--- src/verilog/fbdc_defines.svh ---
// Purpose: offsets, field positions, reset values and encodings of the reference converter control
// Assumes: classic wishbone, 32-bit data, one register per aligned word
// Notes: definitions only
`ifndef FBDC_DEFINES_SVH
`define FBDC_DEFINES_SVH
`define FBDC_OFS_CTRL0      4'h0
`define FBDC_OFS_LEVEL      4'h4
`define FBDC_OFS_AUX        4'h8
`define FBDC_OFS_STATUS     4'hc
`define FBDC_BIT_ENABLE     7
`define FBDC_BIT_OE_ONE     5
`define FBDC_BIT_OE_TWO     4
`define FBDC_POS_PSS_HI     3
`define FBDC_POS_PSS_LO     2
`define FBDC_BIT_NSS        0
`define FBDC_BIT_IDLE_RAIL  0
`define FBDC_RST_CTRL0      8'h00
`define FBDC_RST_LEVEL      5'h00
`define FBDC_CTRL0_MASK     8'hbd
`define FBDC_LEVEL_MASK     8'h1f
`define FBDC_PSS_SUPPLY     2'h0
`define FBDC_PSS_EXT_HIGH   2'h1
`define FBDC_PSS_FIXED_BUF  2'h2
`define FBDC_PSS_RESERVED   2'h3
`define FBDC_LEVEL_ALL_ONE  5'h1f
`define FBDC_LEVEL_ALL_ZERO 5'h00
`endif

--- src/verilog/fbdc_pkg.sv ---
// Purpose: types shared by the reference converter control files
// Assumes: nothing
// Notes: no constants here, those live in the defines header
package fbdc_pkg;
	typedef enum logic [1:0] {
		FBDC_POS_SUPPLY,
		FBDC_POS_EXT_HIGH,
		FBDC_POS_FIXED_BUF,
		FBDC_POS_NONE
	} fbdc_pos_src_type;

	typedef enum logic [1:0] {
		FBDC_OUT_OFF,
		FBDC_OUT_LADDER,
		FBDC_OUT_POS_RAIL,
		FBDC_OUT_NEG_RAIL
	} fbdc_out_mode_type;

	typedef struct packed {
		logic       converter_enable;
		logic       pin_one_output_enable;
		logic       pin_two_output_enable;
		logic [1:0] positive_source_select;
		logic       negative_source_select;
		logic       idle_rail_select;
		logic [4:0] level_code;
	} fbdc_cfg_type;

	typedef struct packed {
		logic analog_connect;
		logic digital_driver_off;
		logic input_detect_off;
	} fbdc_pin_ctl_type;
endpackage

--- src/verilog/fbdc_pin_override.sv ---
// Purpose: one analog pin override: routes the level and kills digital paths
// Assumes: the port logic on the pin obeys the off controls
// Notes: combinational
`timescale 1ns/1ps
`include "fbdc_defines.svh"
module fbdc_pin_override (
	input  wire logic                      i_output_enable,
	input  wire logic                      i_pin_digital_in,
	output fbdc_pkg::fbdc_pin_ctl_type     o_ctl,
	output logic                           o_pin_read
);
	always_comb begin
		o_ctl.analog_connect     = i_output_enable;
		o_ctl.digital_driver_off = i_output_enable;
		o_ctl.input_detect_off   = i_output_enable;
		o_pin_read               = i_output_enable ? 1'b0 : i_pin_digital_in;
	end
endmodule

--- src/verilog/fbdc_level_decode.sv ---
// Purpose: decodes settings into positive source, output mode and ladder tap
// Assumes: software never writes the reserved positive source code
// Notes: combinational
`timescale 1ns/1ps
`include "fbdc_defines.svh"
module fbdc_level_decode (
	input  fbdc_pkg::fbdc_cfg_type         i_cfg,
	output fbdc_pkg::fbdc_pos_src_type     o_pos_src,
	output fbdc_pkg::fbdc_out_mode_type    o_mode,
	output logic [4:0]                     o_tap
);
	always_comb begin
		case (i_cfg.positive_source_select)
			`FBDC_PSS_SUPPLY:    o_pos_src = fbdc_pkg::FBDC_POS_SUPPLY;
			`FBDC_PSS_EXT_HIGH:  o_pos_src = fbdc_pkg::FBDC_POS_EXT_HIGH;
			`FBDC_PSS_FIXED_BUF: o_pos_src = fbdc_pkg::FBDC_POS_FIXED_BUF;
			default:             o_pos_src = fbdc_pkg::FBDC_POS_NONE;
		endcase
		o_tap = i_cfg.level_code;
		if (i_cfg.converter_enable) begin
			o_mode = fbdc_pkg::FBDC_OUT_LADDER;
		end else if (i_cfg.idle_rail_select && i_cfg.level_code == `FBDC_LEVEL_ALL_ONE) begin
			o_mode = fbdc_pkg::FBDC_OUT_POS_RAIL;
		end else if (!i_cfg.idle_rail_select && i_cfg.level_code == `FBDC_LEVEL_ALL_ZERO) begin
			o_mode = fbdc_pkg::FBDC_OUT_NEG_RAIL;
		end else begin
			o_mode = fbdc_pkg::FBDC_OUT_OFF;
		end
	end
endmodule

--- src/verilog/fbdc_top.sv ---
// Purpose: control logic of a 5-bit ratiometric reference converter, wishbone slave
// Assumes: classic wishbone, 32-bit data, reset covers every device reset
// Notes: sleep is not a reset, so registers simply hold through it
`timescale 1ns/1ps
`include "fbdc_defines.svh"
module fbdc_top (
	input  wire logic        I_CORE_CLK,
	input  wire logic        I_RST,
	input  wire logic        I_WB_CYC,
	input  wire logic        I_WB_STB,
	input  wire logic        I_WB_WE,
	input  wire logic [3:0]  I_WB_ADR,
	input  wire logic [3:0]  I_WB_SEL,
	input  wire logic [31:0] I_WB_DAT,
	input  wire logic        I_SLEEP,
	input  wire logic        I_PIN_ONE_IN,
	input  wire logic        I_PIN_TWO_IN,
	output logic [31:0]      O_WB_DAT,
	output logic             O_WB_ACK,
	output logic             O_WB_ERR,
	output logic             O_CONVERTER_ENABLE,
	output logic [1:0]       O_POSITIVE_SOURCE,
	output logic             O_NEGATIVE_SOURCE,
	output logic [4:0]       O_LADDER_TAP,
	output logic [1:0]       O_OUT_MODE,
	output logic             O_ANALOG_OUT_PIN_ONE_CONNECT,
	output logic             O_ANALOG_OUT_PIN_TWO_CONNECT,
	output logic             O_PIN_ONE_OE_N,
	output logic             O_PIN_TWO_OE_N,
	output logic             O_PIN_ONE_DETECT_OFF,
	output logic             O_PIN_TWO_DETECT_OFF,
	output logic             O_PIN_ONE_READ,
	output logic             O_PIN_TWO_READ
);
	logic                          converter_enable;
	logic                          pin_one_output_enable;
	logic                          pin_two_output_enable;
	logic [1:0]                    positive_source_select;
	logic                          negative_source_select;
	logic                          idle_rail_select;
	logic [4:0]                    level_code;
	logic [2:0]                    pin_one_sync;
	logic [2:0]                    pin_two_sync;
	logic                          pin_one_level;
	logic                          pin_two_level;
	logic                          wb_req;
	logic                          wb_hit;
	logic                          wb_wr;
	logic [31:0]                   next_rdata;
	logic [7:0]                    ctrl0_view;
	fbdc_pkg::fbdc_cfg_type        cfg;
	fbdc_pkg::fbdc_pos_src_type    pos_src;
	fbdc_pkg::fbdc_out_mode_type   mode;
	logic [4:0]                    tap;
	fbdc_pkg::fbdc_pin_ctl_type    ctl_one;
	fbdc_pkg::fbdc_pin_ctl_type    ctl_two;
	logic                          read_one;
	logic                          read_two;

	// single-cycle answer: request seen, ack next edge, dropped the edge after
	assign wb_req = I_WB_CYC && I_WB_STB && !O_WB_ACK && !O_WB_ERR;
	assign wb_hit = (I_WB_ADR == `FBDC_OFS_CTRL0) || (I_WB_ADR == `FBDC_OFS_LEVEL) ||
		(I_WB_ADR == `FBDC_OFS_AUX) || (I_WB_ADR == `FBDC_OFS_STATUS);
	assign wb_wr  = wb_req && wb_hit && I_WB_WE && I_WB_SEL[0];

	always_comb begin
		ctrl0_view = `FBDC_RST_CTRL0;
		ctrl0_view[`FBDC_BIT_ENABLE] = converter_enable;
		ctrl0_view[`FBDC_BIT_OE_ONE] = pin_one_output_enable;
		ctrl0_view[`FBDC_BIT_OE_TWO] = pin_two_output_enable;
		ctrl0_view[`FBDC_POS_PSS_HI:`FBDC_POS_PSS_LO] = positive_source_select;
		ctrl0_view[`FBDC_BIT_NSS] = negative_source_select;
	end

	always_comb begin
		next_rdata = 32'h0;
		case (I_WB_ADR)
			`FBDC_OFS_CTRL0:  next_rdata[7:0] = ctrl0_view;
			`FBDC_OFS_LEVEL:  next_rdata[7:0] = {3'h0, level_code};
			`FBDC_OFS_AUX:    next_rdata[`FBDC_BIT_IDLE_RAIL] = idle_rail_select;
			`FBDC_OFS_STATUS: next_rdata[3:0] = {O_OUT_MODE, O_PIN_TWO_READ, O_PIN_ONE_READ};
			default:          next_rdata = 32'h0;
		endcase
	end

	always_ff @(posedge I_CORE_CLK or posedge I_RST) begin
		if (I_RST) begin
			O_WB_ACK <= 1'b0;
			O_WB_ERR <= 1'b0;
			O_WB_DAT <= 32'h0;
		end else begin
			O_WB_ACK <= wb_req && wb_hit;
			O_WB_ERR <= wb_req && !wb_hit;
			O_WB_DAT <= (wb_req && wb_hit && !I_WB_WE) ? next_rdata : 32'h0;
		end
	end

	// control 0: only a reset clears it; sleep and wake leave it alone
	always_ff @(posedge I_CORE_CLK or posedge I_RST) begin
		if (I_RST) begin
			converter_enable       <= 1'b0;
			pin_one_output_enable  <= 1'b0;
			pin_two_output_enable  <= 1'b0;
			positive_source_select <= 2'h0;
			negative_source_select <= 1'b0;
		end else if (wb_wr && I_WB_ADR == `FBDC_OFS_CTRL0) begin
			converter_enable       <= I_WB_DAT[`FBDC_BIT_ENABLE];
			pin_one_output_enable  <= I_WB_DAT[`FBDC_BIT_OE_ONE];
			pin_two_output_enable  <= I_WB_DAT[`FBDC_BIT_OE_TWO];
			positive_source_select <= I_WB_DAT[`FBDC_POS_PSS_HI:`FBDC_POS_PSS_LO];
			negative_source_select <= I_WB_DAT[`FBDC_BIT_NSS];
		end
	end

	always_ff @(posedge I_CORE_CLK or posedge I_RST) begin
		if (I_RST) begin
			level_code <= `FBDC_RST_LEVEL;
		end else if (wb_wr && I_WB_ADR == `FBDC_OFS_LEVEL) begin
			level_code <= I_WB_DAT[4:0];
		end
	end

	always_ff @(posedge I_CORE_CLK or posedge I_RST) begin
		if (I_RST) begin
			idle_rail_select <= 1'b0;
		end else if (wb_wr && I_WB_ADR == `FBDC_OFS_AUX) begin
			idle_rail_select <= I_WB_DAT[`FBDC_BIT_IDLE_RAIL];
		end
	end

	// pin inputs come from outside: three stages, change taken when last two agree
	always_ff @(posedge I_CORE_CLK or posedge I_RST) begin
		if (I_RST) begin
			pin_one_sync  <= 3'h0;
			pin_two_sync  <= 3'h0;
			pin_one_level <= 1'b0;
			pin_two_level <= 1'b0;
		end else begin
			pin_one_sync <= {pin_one_sync[1:0], I_PIN_ONE_IN};
			pin_two_sync <= {pin_two_sync[1:0], I_PIN_TWO_IN};
			if (pin_one_sync[1] == pin_one_sync[2]) begin
				pin_one_level <= pin_one_sync[2];
			end
			if (pin_two_sync[1] == pin_two_sync[2]) begin
				pin_two_level <= pin_two_sync[2];
			end
		end
	end

	always_comb begin
		cfg.converter_enable       = converter_enable;
		cfg.pin_one_output_enable  = pin_one_output_enable;
		cfg.pin_two_output_enable  = pin_two_output_enable;
		cfg.positive_source_select = positive_source_select;
		cfg.negative_source_select = negative_source_select;
		cfg.idle_rail_select       = idle_rail_select;
		cfg.level_code             = level_code;
	end

	fbdc_level_decode u_decode (
		.i_cfg     (cfg),
		.o_pos_src (pos_src),
		.o_mode    (mode),
		.o_tap     (tap)
	);

	fbdc_pin_override u_pin_one (
		.i_output_enable  (pin_one_output_enable),
		.i_pin_digital_in (pin_one_level),
		.o_ctl            (ctl_one),
		.o_pin_read       (read_one)
	);

	fbdc_pin_override u_pin_two (
		.i_output_enable  (pin_two_output_enable),
		.i_pin_digital_in (pin_two_level),
		.o_ctl            (ctl_two),
		.o_pin_read       (read_two)
	);

	// analog controls registered; follow the registers by one cycle
	always_ff @(posedge I_CORE_CLK or posedge I_RST) begin
		if (I_RST) begin
			O_CONVERTER_ENABLE           <= 1'b0;
			O_POSITIVE_SOURCE            <= 2'h0;
			O_NEGATIVE_SOURCE            <= 1'b0;
			O_LADDER_TAP                 <= 5'h0;
			O_OUT_MODE                   <= 2'h0;
			O_ANALOG_OUT_PIN_ONE_CONNECT <= 1'b0;
			O_ANALOG_OUT_PIN_TWO_CONNECT <= 1'b0;
			O_PIN_ONE_OE_N               <= 1'b1;
			O_PIN_TWO_OE_N               <= 1'b1;
			O_PIN_ONE_DETECT_OFF         <= 1'b0;
			O_PIN_TWO_DETECT_OFF         <= 1'b0;
			O_PIN_ONE_READ               <= 1'b0;
			O_PIN_TWO_READ               <= 1'b0;
		end else begin
			O_CONVERTER_ENABLE           <= converter_enable;
			O_POSITIVE_SOURCE            <= pos_src;
			O_NEGATIVE_SOURCE            <= negative_source_select;
			O_LADDER_TAP                 <= tap;
			O_OUT_MODE                   <= mode;
			O_ANALOG_OUT_PIN_ONE_CONNECT <= ctl_one.analog_connect;
			O_ANALOG_OUT_PIN_TWO_CONNECT <= ctl_two.analog_connect;
			O_PIN_ONE_OE_N               <= 1'b1;
			O_PIN_TWO_OE_N               <= 1'b1;
			O_PIN_ONE_DETECT_OFF         <= ctl_one.input_detect_off;
			O_PIN_TWO_DETECT_OFF         <= ctl_two.input_detect_off;
			O_PIN_ONE_READ               <= read_one;
			O_PIN_TWO_READ               <= read_two;
		end
	end
endmodule

--- config.mk ---
export PLATFORM = sky130hd
export DESIGN_NAME = fbdc_top
export DESIGN_NICKNAME = d
export VERILOG_FILES = /design/src/verilog/fbdc_pkg.sv /design/src/verilog/fbdc_pin_override.sv /design/src/verilog/fbdc_level_decode.sv /design/src/verilog/fbdc_top.sv
export VERILOG_INCLUDE_DIRS = /design/src /design/src/verilog
export SDC_FILE = /design/constraint.sdc
export NUM_CORES = 1
export LEC_CHECK = 0
export BUFFER_PORTS_ARGS = -buffer_cell sky130_fd_sc_hd__buf_2
export CORE_ASPECT_RATIO = 0.5
export CORE_MARGIN = 1.5
export CORE_UTILIZATION = 49
export CTS_CLUSTER_SIZE = 25
export DETAILED_ROUTE_END_ITERATION = 10
export GPL_TIMING_DRIVEN = 0
export PLACE_DENSITY = 0.85
export SLEW_MARGIN = 20
export SYNTH_ARGS = -nofsm -noshare
export SYNTH_HDL_FRONTEND = slang
export SYNTH_HIERARCHICAL = 1
export SYNTH_SLANG_ARGS = --single-unit
--- constraint.sdc ---
create_clock -name I_CORE_CLK -period 2.2 [get_ports I_CORE_CLK]
set_clock_uncertainty 0.15 [all_clocks]
set_input_delay 0.11 -clock I_CORE_CLK [delete_from_list [all_inputs] [get_ports I_CORE_CLK]]
set_output_delay 0.11 -clock I_CORE_CLK [all_outputs]
set_load 0.03 [all_outputs]
# After elaboration in Yosys (flattened, before gate mapping)
# Cells that the tools add are included.
# word_totals
out_inout_bits	53
wordCells	65
memories	0
rom_bits	0
ram_bits	0
latch_bits	0
register_bits	45
# classes
shifts	0
n_reduce_logical	24
n_mux	10
n_eq_ne	8
mul	0
n_div	0
magnitude_cmp	0
n_addsub	0
bitwise_logic	0
# op_table
operator	count
logical AND 1 bit	13
case mux 3 bit (3 select lines)	1
== test 4 bit, second input constant	2
2-to-1 mux 8 bit	1
case mux 4 bit (2 select lines)	1
2-to-1 mux 2 bit	3
case mux 2 bit (3 select lines)	1
== test 5 bit, second input constant	1
zero test 1 bit	5
zero test 5 bit	1
== test 4 x 3 -> 1 bit, second input constant	1
zero test 4 bit	1
case mux 1 bit (4 select lines)	1
logical OR 1 bit	3
== test 1 bit	2
== test 2 x 1 -> 1 bit, second input constant	1
== test 2 bit, second input constant	1
zero test 2 bit	1
2-to-1 mux 1 bit	2

# Longest topological paths before layout
# depth
word_depth	8
ltp_mapped	4

# By module
# The synthesis kept the hierarchy.
# modules_own_cells
module	n_inst	area_per_inst_um2	seq_area_each_um2	cells_each
fbdc_top	1	1828.0	1151.1	124
fbdc_level_decode	1	98.8	0.0	14
fbdc_pin_override	2	36.3	0.0	4

# Worst setup path after synthesis
# OpenSTA, ideal clock, no wires.
# synth_path
path_type	flip-flop to flip-flop
startpoint	reg O_WB_ERR
endpoint	reg converter_enable
path_buffers	0
setup_slack_ns	0.512
arrival_time_ns	1.411
required_ns	1.922
stages_incl_launch_ff	4
synth_period_minus_slack_ns	1.688
setup_time_ns	0.128
path_cell_list	dfrtp_1 > and4bb_2 > nand4_2 > mux2_1
# synth_between
elab_chain_cells	6
# synth_lines
item	line	source
start, declared	fbdc_top.sv:20	output logic O_WB_ERR,
start signal, assigned	fbdc_top.sv:93	O_WB_ERR <= wb_req && !wb_hit;
zero test 1 bit	fbdc_top.sv:61	assign wb_req = I_WB_CYC && I_WB_STB && !O_WB_ACK && !O_WB_ERR;
logical AND 1 bit	fbdc_top.sv:61	
logical AND 1 bit (3 in a row)	fbdc_top.sv:64	assign wb_wr = wb_req && wb_hit && I_WB_WE && I_WB_SEL[0];
logical AND 1 bit (no line)	-	
end signal, assigned	fbdc_top.sv:107	converter_enable <= I_WB_DAT[`FBDC_BIT_ENABLE];
end, declared	fbdc_top.sv:35	logic converter_enable;
# Every way passes these cells.
# A chain may end at the register's enable or synchronous reset.

# Worst setup path in the final report
# Ends and elaborated chain as after synthesis.

==> summary.md <==
| Metric | Value |
|---|---|
| Status | `complete, no violations` |
| WL/cell | `about 13 µm` |
| Final setup violation count | `0` |
| Peak supply drop | `0.000306 V` |
| Core area | `between 0.003 and 0.004 mm²` |
| Clk_lat worst skew | `roughly 290 ps` |
| Residual DRC | `0` |
| Critical path class | `reg2reg` |
| Final worst path period need | `~1700 ps` |
| Reg2reg end | `converter_enable` |
| Yosys warnings | `6` |
| Detailed-route vias per instance | `approximately 4.5` |
| Final worst slack | `roughly 470 ps` |
| Number of H-tree levels | `2` |
| Inserted Clock Buffers | `5` |
| CP max FO | `6` |
| Hold Path Cell Cnt | `3` |
| Largest net degree at the start of global routing | `25` |
| Antenna diodes | `0` |
| Crit start category | `register` |
| Worst-margin pin slew | `534 ps` |
| CTS tree | `built` |
| RD Place Congestion | `around 0.76` |
| Fin util | `roughly two thirds` |
| R2r setup slk | `470 ps` |
| FP Rows | `16` |
| Leak | `1.46 nW` |
| Total track usage | `between 15 and 20%` |
| # port buffers | `42` |
| Crit path arrival time | `roughly 1800 ps` |
| Width of the die | `about 93 µm` |
| Peak Freq | `~580 MHz` |
| HP Start | `I_WB_CYC` |
| Clk buf depth | `2` |
| Critical Path Sink Type | `register` |
| Worst hold endpoint | `O_WB_ERR` |
| Design area | `between 0.002 and 0.003 mm²` |
| ANT nets after route | `0` |
| HPWL after DPL | `2.52 mm` |
| Unrepaired setup endpoints after global routing | `false` |
| Ports | `between 100 and 150` |
| Hold_ws | `approximately 85 ps` |
| Number of global-route vias before repair | `~1200` |
| DR iter-0 viols | `57` |
| Die area | `between 0.004 and 0.005 mm²` |
| PostCTS Resize Cnt | `0` |
| Max-slew headroom | `between 60% and 70%` |
| Period utilization | `78.5%` |
| Dpl ws | `between 400 and 500 ps` |
| Clock Sinks | `between 40 and 50` |
| First-pass DRT Iterations | `4` |
| Max-slew violation count | `0` |
| Initial antenna violation count | `0` |
| Post-synthesis cell area | `0.00198 mm²` |
| First-pass GRT wire length | `5.78 mm` |
| Clk pin slew, worst setup/hold paths | `~80 ps` |
| Grt ovf | `0` |
| Reg2reg path depth | `3` |
| Worst path required time | `between 2000 and 2500 ps` |
| Share of post-route cells with drive strength above 1 | `between 40 and 50%` |
| Power per cell area | `about 710 mW/mm²` |
| HP Class | `in2reg` |
| Layout net count | `282` |
| Syn avg cell area | `roughly 14 µm²` |
| P&R area growth vs syn | `33.4%` |
| Via count | `1292` |
| Number of max-cap violations | `0` |
| Syn Inst Count | `between 100 and 150` |
| Setup bufs post-CTS | `0` |
| Fin Setup TNS | `0 ps` |
| FF-to-FF Start | `O_WB_ERR` |
| Filler cells | `between 200 and 300` |
| Total wire length | `~3.8 mm` |
| Post-CTS Hold Fix Bufs | `15` |
| Starting density of the core | `51.1%` |
| Fin. Hold Viols | `0` |
| Die H | `around 48 µm` |
| CTS Root Cell | `clkbuf_8` |
| Placed cell areas | `0.00238 mm²` |
[worst max-delay path, cell delays in order (launching register included)]
cell,delay (ps)
dfrtp_1,380
and4bb_2,390
nand4_2,290
mux2_1,400
[flip-flops by register name, summed over array words and instances, names as in the netlist, 2 cells and up]
name	count
O_POSITIVE_SOURCE	2
O_WB_DAT	7
positive_source_select	2
O_LADDER_TAP	5
pin_one_sync	3
pin_two_sync	3
level_code	5
O_OUT_MODE	2
[layout make-up]
| cell class | count | area (µm²) | area share [%] |
|---|---|---|---|
| plain buffers | 40 | 293 | 11.1 |
| well taps | 54 | 67.6 | 2.55 |
| repair buffers | 58 | 388 | 14.7 |
| clock buffers | 6 | 82.6 | 3.12 |
| flip-flops and latches | 46 | 1150 | 43.5 |
| clock inverters | 1 | 30.0 | 1.13 |
| inverters | 1 | 3.75 | 0.142 |
| multi-input cells | 82 | 631 | 23.8 |
[worst max path at each step]
| stage | startpoint | end | slack (ps) | cells after the start |
|---|---|---|---|---|
| after floorplan | O_WB_ERR | converter_enable | 510 | 3 |
| after global placement | I_RST | O_WB_ACK | 430 | 2 |
| after detailed placement | O_WB_ERR | converter_enable | 480 | 3 |
| after CTS | O_WB_ERR | converter_enable | 480 | 3 |
| after global routing | O_WB_ERR | pin_one_output_enable | 410 | 3 |
| final | O_WB_ERR | converter_enable | 470 | 3 |
[routing by layer]
layer	vias to the layer above	global-route usage [%]	part of all wire, %
met5	-	0	0
met4	0	10.3	2.3
met3	11	3.65	6.6
met2	58	32.8	49
met1	619	20.7	42
li1	604	-	-
[placed cells by master, fill, tap and decap left out, drive strengths merged]
master and instances:
conb 27, inv 1, nor4 2, mux2 12
nand3b 2, mux4 1, dlygate4sd3 15, mux2i 4
nand2 1, clkbuf 8, a21o 1, nand3 2
nand4 4, nor4b 2, nor2b 3, bufinv 1
buf 81, a2bb2o 1, o21ai 2, nor2 4
dfrtp 46, maj3 2, and4bb 1, and2 4
nand4bb 1, and3 2, nor3 4
[power breakdown]
| part | internal (W) | switching [W] | leakage (nW) | total [W] |
|---|---|---|---|---|
| registers | 0.000891 | 0.0000311 | 0.606 | 0.000922 |
| clock network | 0.000363 | 0.000258 | 0.0573 | 0.000622 |
| logic | 0.000134 | 0.000194 | 0.796 | 0.000328 |
[per-stage QoR]
stage               total power, W  std cells
floorplan                  0.00117        169
global placement           0.00122        265
detailed placement         0.00124        266
CTS                        0.00188        288
global route               0.00195        288
finish                     0.00187        288
Note: power is estimated with default switching activity, not from simulation.
